## src/logic/link_pkg.sv

```systemverilog
// Shared constants for the serial link framing and lock tracking block.
package link_pkg;

  // Word and symbol widths: one data word plus a start and a stop clock bit.
  localparam int WORD_W = 10;
  localparam int SYM_W = 12;
  localparam int IRQ_W = 3;

  // Payload sent instead of data while training is requested.
  localparam logic [9:0] TRAINING_PATTERN = 10'h01f;

  // Training burst length and the lock thresholds, in symbols.
  localparam logic [10:0] TRAIN_BURST_SYMS = 11'h400;
  localparam int LOSS_INVALID_SYMS = 4;
  localparam int LOCK_TRAIN_SYMS = 4;
  localparam int LOCK_RANDOM_SYMS = 32;

  // Timing: system clock period, recovered clock half period and reference clock timeout.
  localparam int SYS_PERIOD_NS = 100;
  localparam int RXCLK_HALF_NS = 400;
  localparam int RECEIVER_REFERENCE_CLOCK_TIMEOUT_NS = 1600;
  localparam int RXCLK_HALF_CYC = (RXCLK_HALF_NS / SYS_PERIOD_NS) < 1 ? 1 : (RXCLK_HALF_NS / SYS_PERIOD_NS);
  localparam int RECEIVER_REFERENCE_CLOCK_TIMEOUT_CYC = (RECEIVER_REFERENCE_CLOCK_TIMEOUT_NS + SYS_PERIOD_NS - 1) / SYS_PERIOD_NS;

  // Register byte offsets.
  localparam logic [3:0] REG_IRQ_STATUS = 4'h0;
  localparam logic [3:0] REG_IRQ_CLEAR = 4'h4;
  localparam logic [3:0] REG_IRQ_ENABLE = 4'h8;
  localparam logic [3:0] REG_LINK_STATE = 4'hc;
  localparam logic [2:0] IRQ_ENABLE_RST = 3'h0;

  // Interrupt bit positions.
  localparam int IRQ_LOCK_GAINED = 0;
  localparam int IRQ_LOCK_DROPPED = 1;
  localparam int IRQ_BURST_DONE = 2;

  // Positions of the synchronised pins within the pin vector.
  localparam int PIN_WORD = 0;
  localparam int PIN_TX_CLK = 10;
  localparam int PIN_TX_SEL = 11;
  localparam int PIN_REQ_A = 12;
  localparam int PIN_REQ_B = 13;
  localparam int PIN_RECEIVER_REFERENCE_CLOCK = 14;
  localparam int PIN_RX_SEL = 15;
  localparam int PIN_RX_EN = 16;
  localparam int PIN_N = 17;

endpackage

```

## src/logic/tx_symbol_framer.sv

```systemverilog
// Transmit framer: wraps each word in clock bits and runs training bursts.
module tx_symbol_framer (
  // Clock and reset
  input wire logic i_sys_clk,
  input wire logic i_nrst,
  // Captured word
  input wire logic i_word_stb,
  input wire logic [link_pkg::WORD_W-1:0] i_word,
  input wire logic i_pattern_request,
  // Symbol towards the link
  output logic [link_pkg::SYM_W-1:0] o_symbol,
  output logic o_symbol_valid,
  output logic o_training,
  output logic o_burst_done
);
  import link_pkg::*;

  logic req_prev_q;
  logic [10:0] remain_q;
  logic training;

  // Training runs while requested and until the minimum burst has gone out.
  assign training = i_pattern_request | (remain_q != 11'h000);

  // Each new request reloads the minimum burst, so a short pulse still trains fully.
  always_ff @(posedge i_sys_clk or negedge i_nrst) begin
    if (!i_nrst) begin
      req_prev_q <= 1'b0;
      remain_q <= 11'h000;
    end else begin
      req_prev_q <= i_pattern_request;
      if (i_pattern_request && !req_prev_q) begin
        remain_q <= TRAIN_BURST_SYMS;
      end else if (i_word_stb && remain_q != 11'h000) begin
        remain_q <= remain_q - 11'h001;
      end
    end
  end

  // One symbol per word, start bit high and stop bit low for clock recovery.
  always_ff @(posedge i_sys_clk or negedge i_nrst) begin
    if (!i_nrst) begin
      o_symbol <= 12'h000;
      o_symbol_valid <= 1'b0;
    end else begin
      o_symbol_valid <= i_word_stb;
      if (i_word_stb) begin
        o_symbol <= {1'b1, (training ? TRAINING_PATTERN : i_word), 1'b0};
      end
    end
  end

  // End of a training burst is reported as a one-cycle event.
  always_ff @(posedge i_sys_clk or negedge i_nrst) begin
    if (!i_nrst) begin
      o_training <= 1'b0;
      o_burst_done <= 1'b0;
    end else begin
      o_training <= training;
      o_burst_done <= o_training & ~training;
    end
  end
endmodule

```

## src/logic/rx_lock_tracker.sv

```systemverilog
// Receive lock tracker: acquires, holds and drops lock from symbol clock bits.
module rx_lock_tracker (
  // Clock and reset
  input wire logic i_sys_clk,
  input wire logic i_nrst,
  // Symbols from the link
  input wire logic [link_pkg::SYM_W-1:0] i_symbol,
  input wire logic i_symbol_valid,
  input wire logic i_receiver_reference_clock_running,
  // Lock state and words
  output logic o_locked,
  output logic [link_pkg::WORD_W-1:0] o_word,
  output logic o_word_stb,
  output logic o_lock_gained,
  output logic o_lock_dropped
);
  import link_pkg::*;

  typedef enum logic {ST_UNLOCKED, ST_LOCKED} lock_state_t;

  lock_state_t state_q;
  logic [4:0] good_q;
  logic [2:0] train_q;
  logic [2:0] bad_q;
  logic sym_ok;
  logic is_train;

  // Start bit high and stop bit low mark valid embedded clock information.
  function automatic logic clock_bits_ok(input logic [SYM_W-1:0] sym);
    clock_bits_ok = sym[SYM_W-1] & ~sym[0];
  endfunction

  assign sym_ok = clock_bits_ok(i_symbol);
  assign is_train = (i_symbol[SYM_W-2:1] == TRAINING_PATTERN);
  assign o_locked = (state_q == ST_LOCKED);

  // Lock acquisition and loss; the acquisition counts restart whenever the reference clock stops.
  always_ff @(posedge i_sys_clk or negedge i_nrst) begin
    if (!i_nrst) begin
      state_q <= ST_UNLOCKED;
      good_q <= 5'h00;
      train_q <= 3'h0;
      bad_q <= 3'h0;
    end else begin
      case (state_q)
        ST_UNLOCKED: begin
          if (i_symbol_valid && sym_ok && i_receiver_reference_clock_running) begin
            good_q <= good_q + 5'h01;
            train_q <= is_train ? train_q + 3'h1 : 3'h0;
            if ((is_train && train_q == 3'(LOCK_TRAIN_SYMS - 1)) || good_q == 5'(LOCK_RANDOM_SYMS - 1)) begin
              state_q <= ST_LOCKED;
              good_q <= 5'h00;
              train_q <= 3'h0;
            end
          end else if (i_symbol_valid || !i_receiver_reference_clock_running) begin
            good_q <= 5'h00;
            train_q <= 3'h0;
          end
        end
        ST_LOCKED: begin
          if (i_symbol_valid && !sym_ok) begin
            bad_q <= bad_q + 3'h1;
            if (bad_q == 3'(LOSS_INVALID_SYMS - 1)) begin
              state_q <= ST_UNLOCKED;
              bad_q <= 3'h0;
            end
          end else if (i_symbol_valid) begin
            bad_q <= 3'h0;
          end
        end
        default: state_q <= ST_UNLOCKED;
      endcase
    end
  end

  // Words go out only while locked; the last few before a loss stay suspect downstream.
  always_ff @(posedge i_sys_clk or negedge i_nrst) begin
    if (!i_nrst) begin
      o_word <= 10'h000;
      o_word_stb <= 1'b0;
    end else begin
      o_word_stb <= o_locked & i_symbol_valid & sym_ok;
      if (o_locked && i_symbol_valid && sym_ok) begin
        o_word <= i_symbol[SYM_W-2:1];
      end
    end
  end

  // Lock changes as one-cycle events.
  always_ff @(posedge i_sys_clk or negedge i_nrst) begin
    if (!i_nrst) begin
      o_lock_gained <= 1'b0;
      o_lock_dropped <= 1'b0;
    end else begin
      o_lock_gained <= (state_q == ST_UNLOCKED) && i_symbol_valid && sym_ok && i_receiver_reference_clock_running &&
                       ((is_train && train_q == 3'(LOCK_TRAIN_SYMS - 1)) || good_q == 5'(LOCK_RANDOM_SYMS - 1));
      o_lock_dropped <= o_locked && i_symbol_valid && !sym_ok && bad_q == 3'(LOSS_INVALID_SYMS - 1);
    end
  end
endmodule

```

## src/logic/serial_link_lock_sync.sv

```systemverilog
// Top of the serial link framing, synchronisation and lock tracking block.
// Summary of operation
// - Each 10-bit transmit word becomes one symbol carrying two embedded clock bits.
// - The receiver acquires lock only while its reference clock is seen running.
// - After reset the receive outputs stay disabled until lock is reached.
// - Training patterns replace data while either pattern request is high.
// - The lock indicator is high while unlocked and low once locked.
// - Lock is dropped only after four consecutive symbols with bad clock bits.
// - Lock can be acquired from random data without training, only slower.
// - While the lock indicator is low the parallel outputs carry valid words.
// - Relock comes from resent training patterns or from random-data lock.
// - Each request sends at least 1024 training symbols, the two requests ORed.
// - Parallel outputs and recovered clock are disabled while the indicator is high.
// - A low receive output enable disables the parallel outputs and recovered clock.
// - Each edge select picks the rising edge when high and the falling edge when low.
//
// Decided for this implementation: the register addresses and the plain strobed port.
module serial_link_lock_sync (
  // Clock and reset
  input wire logic i_sys_clk,
  input wire logic i_nrst,
  // Transmit pins
  input wire logic [link_pkg::WORD_W-1:0] i_parallel_word_in,
  input wire logic i_transmit_word_clock,
  input wire logic i_tx_edge_select,
  input wire logic i_pattern_request_a,
  input wire logic i_pattern_request_b,
  // Serial symbol towards the partner
  output logic [link_pkg::SYM_W-1:0] o_link_symbol,
  output logic o_link_symbol_valid,
  // Serial symbol from the partner
  input wire logic [link_pkg::SYM_W-1:0] i_link_symbol,
  input wire logic i_link_symbol_valid,
  // Receive pins
  input wire logic i_receiver_reference_clock,
  input wire logic i_rx_edge_select,
  input wire logic i_rx_output_enable,
  output logic o_lock_lost,
  output logic [link_pkg::WORD_W-1:0] o_parallel_word_out,
  output logic o_parallel_word_out_oe,
  output logic o_rx_word_clk,
  output logic o_rx_word_clk_oe,
  // Register port
  input wire logic [3:0] i_reg_addr,
  input wire logic [31:0] i_reg_wdata,
  input wire logic i_reg_wr,
  input wire logic i_reg_rd,
  output logic [31:0] o_reg_rdata,
  output logic o_irq
);
  import link_pkg::*;

  // Pin synchroniser stages and edge history.
  logic [PIN_N-1:0] pins_raw;
  logic [PIN_N-1:0] s1_q;
  logic [PIN_N-1:0] s2_q;
  logic [PIN_N-1:0] s3_q;
  logic [PIN_N-1:0] clean_q;
  logic [PIN_N-1:0] prev_q;

  // Transmit strobe and reference clock watch.
  logic tx_word_stb;
  logic receiver_reference_clock_edge;
  logic [4:0] receiver_reference_clock_idle_q;
  logic receiver_reference_clock_running;

  // Signals between the two halves and the pins.
  logic tx_training;
  logic tx_burst_done;
  logic rx_locked;
  logic rx_word_stb;
  logic rx_lock_gained;
  logic rx_lock_dropped;

  // Recovered clock, drive and software view.
  logic [2:0] rxclk_half_q;
  logic oe_q;
  logic [3:0] link_state;

  // Interrupt state.
  logic [IRQ_W-1:0] irq_status_q;
  logic [IRQ_W-1:0] irq_enable_q;
  logic [IRQ_W-1:0] irq_events;
  logic [IRQ_W-1:0] irq_clear;

  // Write strobe aimed at one register; shared by every writable offset.
  function automatic logic wr_hit(input logic wr, input logic [3:0] addr, input logic [3:0] offset);
    wr_hit = wr & (addr == offset);
  endfunction

  // Active edge of a sampled clock as chosen by its edge select level.
  function automatic logic active_edge(input logic cur, input logic prev, input logic rise_sel);
    active_edge = rise_sel ? (cur & ~prev) : (~cur & prev);
  endfunction

  assign pins_raw = {i_rx_output_enable, i_rx_edge_select, i_receiver_reference_clock,
                     i_pattern_request_b, i_pattern_request_a, i_tx_edge_select,
                     i_transmit_word_clock, i_parallel_word_in};

  // Every pin passes three flops; a change is accepted once stages two and three agree.
  for (genvar g = 0; g < PIN_N; g++) begin : g_pin_sync
    always_ff @(posedge i_sys_clk or negedge i_nrst) begin
      if (!i_nrst) begin
        s1_q[g] <= 1'b0;
        s2_q[g] <= 1'b0;
        s3_q[g] <= 1'b0;
        clean_q[g] <= 1'b0;
        prev_q[g] <= 1'b0;
      end else begin
        s1_q[g] <= pins_raw[g];
        s2_q[g] <= s1_q[g];
        s3_q[g] <= s2_q[g];
        if (s2_q[g] == s3_q[g]) begin
          clean_q[g] <= s3_q[g];
        end
        prev_q[g] <= clean_q[g];
      end
    end
  end

  // Word data is filtered in step with the word clock, so it is stable at the strobe.
  assign tx_word_stb = active_edge(clean_q[PIN_TX_CLK], prev_q[PIN_TX_CLK], clean_q[PIN_TX_SEL]);
  assign receiver_reference_clock_edge = clean_q[PIN_RECEIVER_REFERENCE_CLOCK] ^ prev_q[PIN_RECEIVER_REFERENCE_CLOCK];
  assign receiver_reference_clock_running = (receiver_reference_clock_idle_q != 5'(RECEIVER_REFERENCE_CLOCK_TIMEOUT_CYC));

  // The reference clock counts as stopped once no edge is seen for the timeout.
  always_ff @(posedge i_sys_clk or negedge i_nrst) begin
    if (!i_nrst) begin
      receiver_reference_clock_idle_q <= 5'(RECEIVER_REFERENCE_CLOCK_TIMEOUT_CYC);
    end else if (receiver_reference_clock_edge) begin
      receiver_reference_clock_idle_q <= 5'h00;
    end else if (receiver_reference_clock_running) begin
      receiver_reference_clock_idle_q <= receiver_reference_clock_idle_q + 5'h01;
    end
  end

  // Transmit side; the two requests are ORed, one of them usually fed from the lock indicator.
  tx_symbol_framer u_tx (
    .i_sys_clk(i_sys_clk),
    .i_nrst(i_nrst),
    .i_word_stb(tx_word_stb),
    .i_word(clean_q[PIN_WORD +: WORD_W]),
    .i_pattern_request(clean_q[PIN_REQ_A] | clean_q[PIN_REQ_B]),
    .o_symbol(o_link_symbol),
    .o_symbol_valid(o_link_symbol_valid),
    .o_training(tx_training),
    .o_burst_done(tx_burst_done)
  );

  // Receive side lock tracking and word recovery.
  rx_lock_tracker u_rx (
    .i_sys_clk(i_sys_clk),
    .i_nrst(i_nrst),
    .i_symbol(i_link_symbol),
    .i_symbol_valid(i_link_symbol_valid),
    .i_receiver_reference_clock_running(receiver_reference_clock_running),
    .o_locked(rx_locked),
    .o_word(o_parallel_word_out),
    .o_word_stb(rx_word_stb),
    .o_lock_gained(rx_lock_gained),
    .o_lock_dropped(rx_lock_dropped)
  );

  // Indicator is high from reset until lock, and again after any loss.
  assign o_lock_lost = ~rx_locked;

  // Recovered clock: inactive level just after each word, active edge half a word later.
  always_ff @(posedge i_sys_clk or negedge i_nrst) begin
    if (!i_nrst) begin
      o_rx_word_clk <= 1'b0;
      rxclk_half_q <= 3'h0;
    end else if (rx_word_stb) begin
      o_rx_word_clk <= ~clean_q[PIN_RX_SEL];
      rxclk_half_q <= 3'(RXCLK_HALF_CYC);
    end else if (rxclk_half_q != 3'h0) begin
      rxclk_half_q <= rxclk_half_q - 3'h1;
      if (rxclk_half_q == 3'h1) begin
        o_rx_word_clk <= clean_q[PIN_RX_SEL];
      end
    end
  end

  // Outputs are driven only while locked and enabled; reset leaves them disabled.
  always_ff @(posedge i_sys_clk or negedge i_nrst) begin
    if (!i_nrst) begin
      oe_q <= 1'b0;
    end else begin
      oe_q <= rx_locked & clean_q[PIN_RX_EN];
    end
  end

  // A lock loss removes drive at once, without waiting for the registered enable.
  assign o_parallel_word_out_oe = oe_q & rx_locked;
  assign o_rx_word_clk_oe = oe_q & rx_locked;

  // Sticky interrupt status; a new event wins over a clear in the same cycle.
  assign irq_events = {tx_burst_done, rx_lock_dropped, rx_lock_gained};
  assign irq_clear = wr_hit(i_reg_wr, i_reg_addr, REG_IRQ_CLEAR) ? i_reg_wdata[IRQ_W-1:0] : 3'h0;

  always_ff @(posedge i_sys_clk or negedge i_nrst) begin
    if (!i_nrst) begin
      irq_status_q <= 3'h0;
    end else begin
      irq_status_q <= (irq_status_q & ~irq_clear) | irq_events;
    end
  end

  // Interrupt enable register.
  always_ff @(posedge i_sys_clk or negedge i_nrst) begin
    if (!i_nrst) begin
      irq_enable_q <= IRQ_ENABLE_RST;
    end else if (wr_hit(i_reg_wr, i_reg_addr, REG_IRQ_ENABLE)) begin
      irq_enable_q <= i_reg_wdata[IRQ_W-1:0];
    end
  end

  // Level interrupt; masking a pending bit drops the line without losing the status.
  assign o_irq = |(irq_status_q & irq_enable_q);

  // Link state word as software reads it.
  assign link_state = {clean_q[PIN_RX_EN], tx_training, receiver_reference_clock_running, o_lock_lost};

  // Read data stands only in the cycle after the strobe; unmapped offsets read zero.
  always_ff @(posedge i_sys_clk or negedge i_nrst) begin
    if (!i_nrst) begin
      o_reg_rdata <= 32'h0000_0000;
    end else if (i_reg_rd) begin
      case (i_reg_addr)
        REG_IRQ_STATUS: o_reg_rdata <= {29'h0000_0000, irq_status_q};
        REG_IRQ_ENABLE: o_reg_rdata <= {29'h0000_0000, irq_enable_q};
        REG_LINK_STATE: o_reg_rdata <= {28'h000_0000, link_state};
        default: o_reg_rdata <= 32'h0000_0000;
      endcase
    end else begin
      o_reg_rdata <= 32'h0000_0000;
    end
  end
endmodule

```

## config.mk

```make
export PLATFORM = sky130hd
export DESIGN_NAME = serial_link_lock_sync
export DESIGN_NICKNAME = d
export VERILOG_FILES = /design/src/logic/link_pkg.sv /design/src/logic/tx_symbol_framer.sv /design/src/logic/rx_lock_tracker.sv /design/src/logic/serial_link_lock_sync.sv
export SDC_FILE = /design/constraint.sdc
export NUM_CORES = 1
export LEC_CHECK = 0
export BUFFER_PORTS_ARGS = -buffer_cell sky130_fd_sc_hd__buf_2
export CAP_MARGIN = 40
export CORE_ASPECT_RATIO = 1.1
export CORE_UTILIZATION = 48
export DETAILED_ROUTE_END_ITERATION = 16
export MAX_ROUTING_LAYER = met4
export PLACE_DENSITY = 0.75
export SYNTH_ARGS = -nofsm -noshare
export SYNTH_HDL_FRONTEND = slang
export SYNTH_HIERARCHICAL = 1
export SYNTH_SLANG_ARGS = --single-unit
```

## constraint.sdc

```tcl
create_clock -name i_sys_clk -period 2.23 [get_ports i_sys_clk]
set_clock_uncertainty 0.1 [all_clocks]
set_input_delay 0.446 -clock i_sys_clk [delete_from_list [all_inputs] [get_ports i_sys_clk]]
set_output_delay 0.446 -clock i_sys_clk [all_outputs]
set_load 0.05 [all_outputs]
```

==> impl_metrics.json <==
{
  "antenna_found_initial": 0,
  "seq_area_frac_synth": 0.634,
  "wl_per_cell_um": 13.8,
  "synth_warnings": 6,
  "synth_ff_type": "dfrtp_1",
  "regToRegSetupSlack_ns": 0.09,
  "wirelength_um": 9350,
  "h-tree-depth": 4,
  "rr_worst_depth": 7,
  "synth_area_um2": 5560,
  "drive_gt1_frac": 0.289,
  "status": "complete, no violations",
  "layout.nets": 598,
  "final_hold_viol_count": 0,
  "core-area_um2": 11100,
  "yosysUniqueCellTypes": 70,
  "crit_family": "simple AND/OR/NAND/NOR gates",
  "die_y_um": 115,
  "hold_path_class": "primary input to flip-flop",
  "syn_area_per_cell_um2": 13.2,
  "setup_viol": 0,
  "vdd_drop_max_mv": 0.581,
  "grt_use_total": 0.173,
  "clkTransAtPathRegs_ns": 0.06,
  "postRouteAntennaNets": 0,
  "placementRows": 40,
  "syn2layout_area_growth_pct": 20.5,
  "cts_tree": "done",
  "cp_max_fo": 4,
  "worst_r2r_endpoint": "u_tx/remain_q[1]",
  "place_hpwl_um": 6480,
  "worst_pin_slew_ns": 0.818,
  "final_cell_mix": "140 x dfrtp_1, 70 x buf_2, 29 x conb_1",
  "critPathKind": "flip-flop to flip-flop",
  "drc_errors": 0,
  "seq_area_um2": 3530,
  "die_area_um2": 12000,
  "placed_cells": 640,
  "synth_edf_count": 0,
  "end_kind": "flip-flop",
  "fill_cells": 844,
  "critPathSlowestCell": "or4b_4",
  "vias": 3361,
  "worstReg2RegStart": "u_tx/remain_q[0]",
  "fin_hold_ws_ns": 0.0342,
  "startpoint_type": "flip-flop",
  "worstHoldPathCells": 1,
  "ios": 130,
  "synthArstFlopShare": 1.00,
  "stdcell_count": 676,
  "layout_commonest_cell": "dfrtp_1",
  "cp_cell_sequence": "inv_2 -> ha_4 -> or4b_4 -> buf_4 -> o41ai_4 -> nor3_1 -> a21o_1",
  "drtIter0Drc": 154,
  "initial_utilization": 0.501,
  "synth_cells": 421,
  "numCtsBuffers": 17,
  "p_total_uw": 6590,
  "maxCapViolCount": 0,
  "hp-start": "i_tx_edge_select",
  "grt_max_degree": 58,
  "numClockSinks": 141,
  "fmax_mhz": 468,
  "slew_headroom": 0.453,
  "gp_routability_congestion": 0.841,
  "p_leak_uw": 0.00320,
  "port_buffers": 71,
  "via_per_inst": 4.97,
  "drv_slew": 0,
  "crit_buf_inv": 2,
  "insertedDiodeCount": 0,
  "period_share": 0.958,
  "postPlaceCellArea_um2": 6060,
  "die_w_um": 105,
  "multiInputGateArea_um2": 1850,
  "critPathMaxStageDelay_ns": 0.46,
  "worstHoldEndpoint": "s1_q[11]",
  "synth_seq_cells": 141,
  "grt_pass1_wl_um": 15900,
  "cts_max_path_buffers": 2,
  "period_minus_slack_ns": 2.14,
  "grt_overflow": 0,
  "first_global_vias": 3461,
  "cts-root-buf": "clkbuf_16",
  "crit_arrival_ns": 2.34,
  "insertion_delay_ns": 0.41,
  "power_density_nw_per_um2": 983,
  "fin_area_um2": 6700,
  "drtPass1Iterations": 4,
  "crit_required_ns": 2.43
}
==> power by group <==
group | switching (uW) | leakage, uW | internal (uW)
registers | 223 | 0.00174 | 2770
logic | 583 | 0.00119 | 389
clock network | 1150 | 0.000269 | 1470
total | 1960 | 0.00320 | 4630
==> metrics by stage <==
stage	worst slack, ns	util	TNS (ns)
3_5_place_dp	0.0678	0.546	0
3_3_place_gp	0.104	0.546	0
5_1_grt	-0.0375	0.603	-0.0402
4_1_cts	0.0369	0.596	0
2_1_floorplan	0.0953	-	0
6_report	0.0932	0.603	0
==> synthesized netlist by cell type, types with 3 or more instances <==
cell      number  area share
ha_1          12       0.027
a21o_1         5      0.0067
nand4b_1       4      0.0063
nand3_1        9      0.0081
mux2_1         5       0.010
a21oi_1       10      0.0090
o22a_1         5      0.0079
nand2b_1       5      0.0056
dfrtp_1      140        0.63
nor3_1         3      0.0027
maj3_1        17       0.031
xnor2_1        5      0.0079
buf_4         32       0.043
mux2_4         3      0.0081
mux2_2         6       0.012
nor2_1        26       0.018
nand2_1       28       0.019
and2_1         3      0.0034
mux2i_1        5      0.0090
inv_1         21       0.014
o21ai_0       11      0.0099
nor2b_1        3      0.0034
a211oi_1       3      0.0040
xor2_1         3      0.0047
==> how the worst max path moves through the flow <==
stage	startpoint	end	depth (start not counted)
after floorplan	clean_q[10]	u_tx/o_symbol[1]	6
after global placement	u_tx/remain_q[0]	u_tx/o_symbol[4]	5
after detailed placement	u_tx/remain_q[0]	u_tx/remain_q[0]	7
after CTS	clean_q[10]	u_tx/remain_q[3]	8
after global routing	clean_q[10]	u_tx/remain_q[3]	8
final	u_tx/remain_q[0]	u_tx/remain_q[1]	7
==> timing repair <==
item                       4_1_cts  5_1_grt
hold buffers                     1        0
resized for setup                0       11
hold endpoints to repair        54        0
setup endpoints to repair        0       16
setup buffers                    0        3
==> routing by layer <==
metal  global-route usage  share of wire  vias up
met5                    -              0        -
met4               0.0695          0.012        0
met3               0.0442          0.039        9
met2                0.281           0.52       83
met1                0.209           0.43     1681
li1                     -              -     1588
==> logic make-up (layout without fill, tap and decap cells) <==
family,after synthesis,after routing,synth area share
and+or+nand+nor,114,114,0.128
xor gates and xnor gates,8,8,0.0126
buffers and inverters,56,137,0.0596
AOI/OAI and AO/OA,52,52,0.0668
DFF,141,141,0.634
other,2,29,0.00135
adders and majority gates,29,29,0.0576
muxes,19,19,0.0394
==> registers in the layout, summed over array words and instances (netlist names), 4 cells and up <==
name / cells
clean_q: 17
s1_q: 17
s2_q: 17
s3_q: 17
u_tx/o_symbol: 11
u_tx/remain_q: 11
u_rx/o_word: 10
receiver_reference_clock_idle_q: 5
u_rx/good_q: 5
o_reg_rdata: 4
==> final cells by class <==
cell class | instances | share of cell area
Clock buffer | 18 | 0.0640
Clock inverter | 14 | 0.0185
Tap cell | 147 | 0.0274
Timing Repair Buffer | 84 | 0.0750
Inverter | 21 | 0.0118
Sequential cell | 141 | 0.527
Multi-Input combinational cell | 251 | 0.277
(Power assumes the default switching activity.)
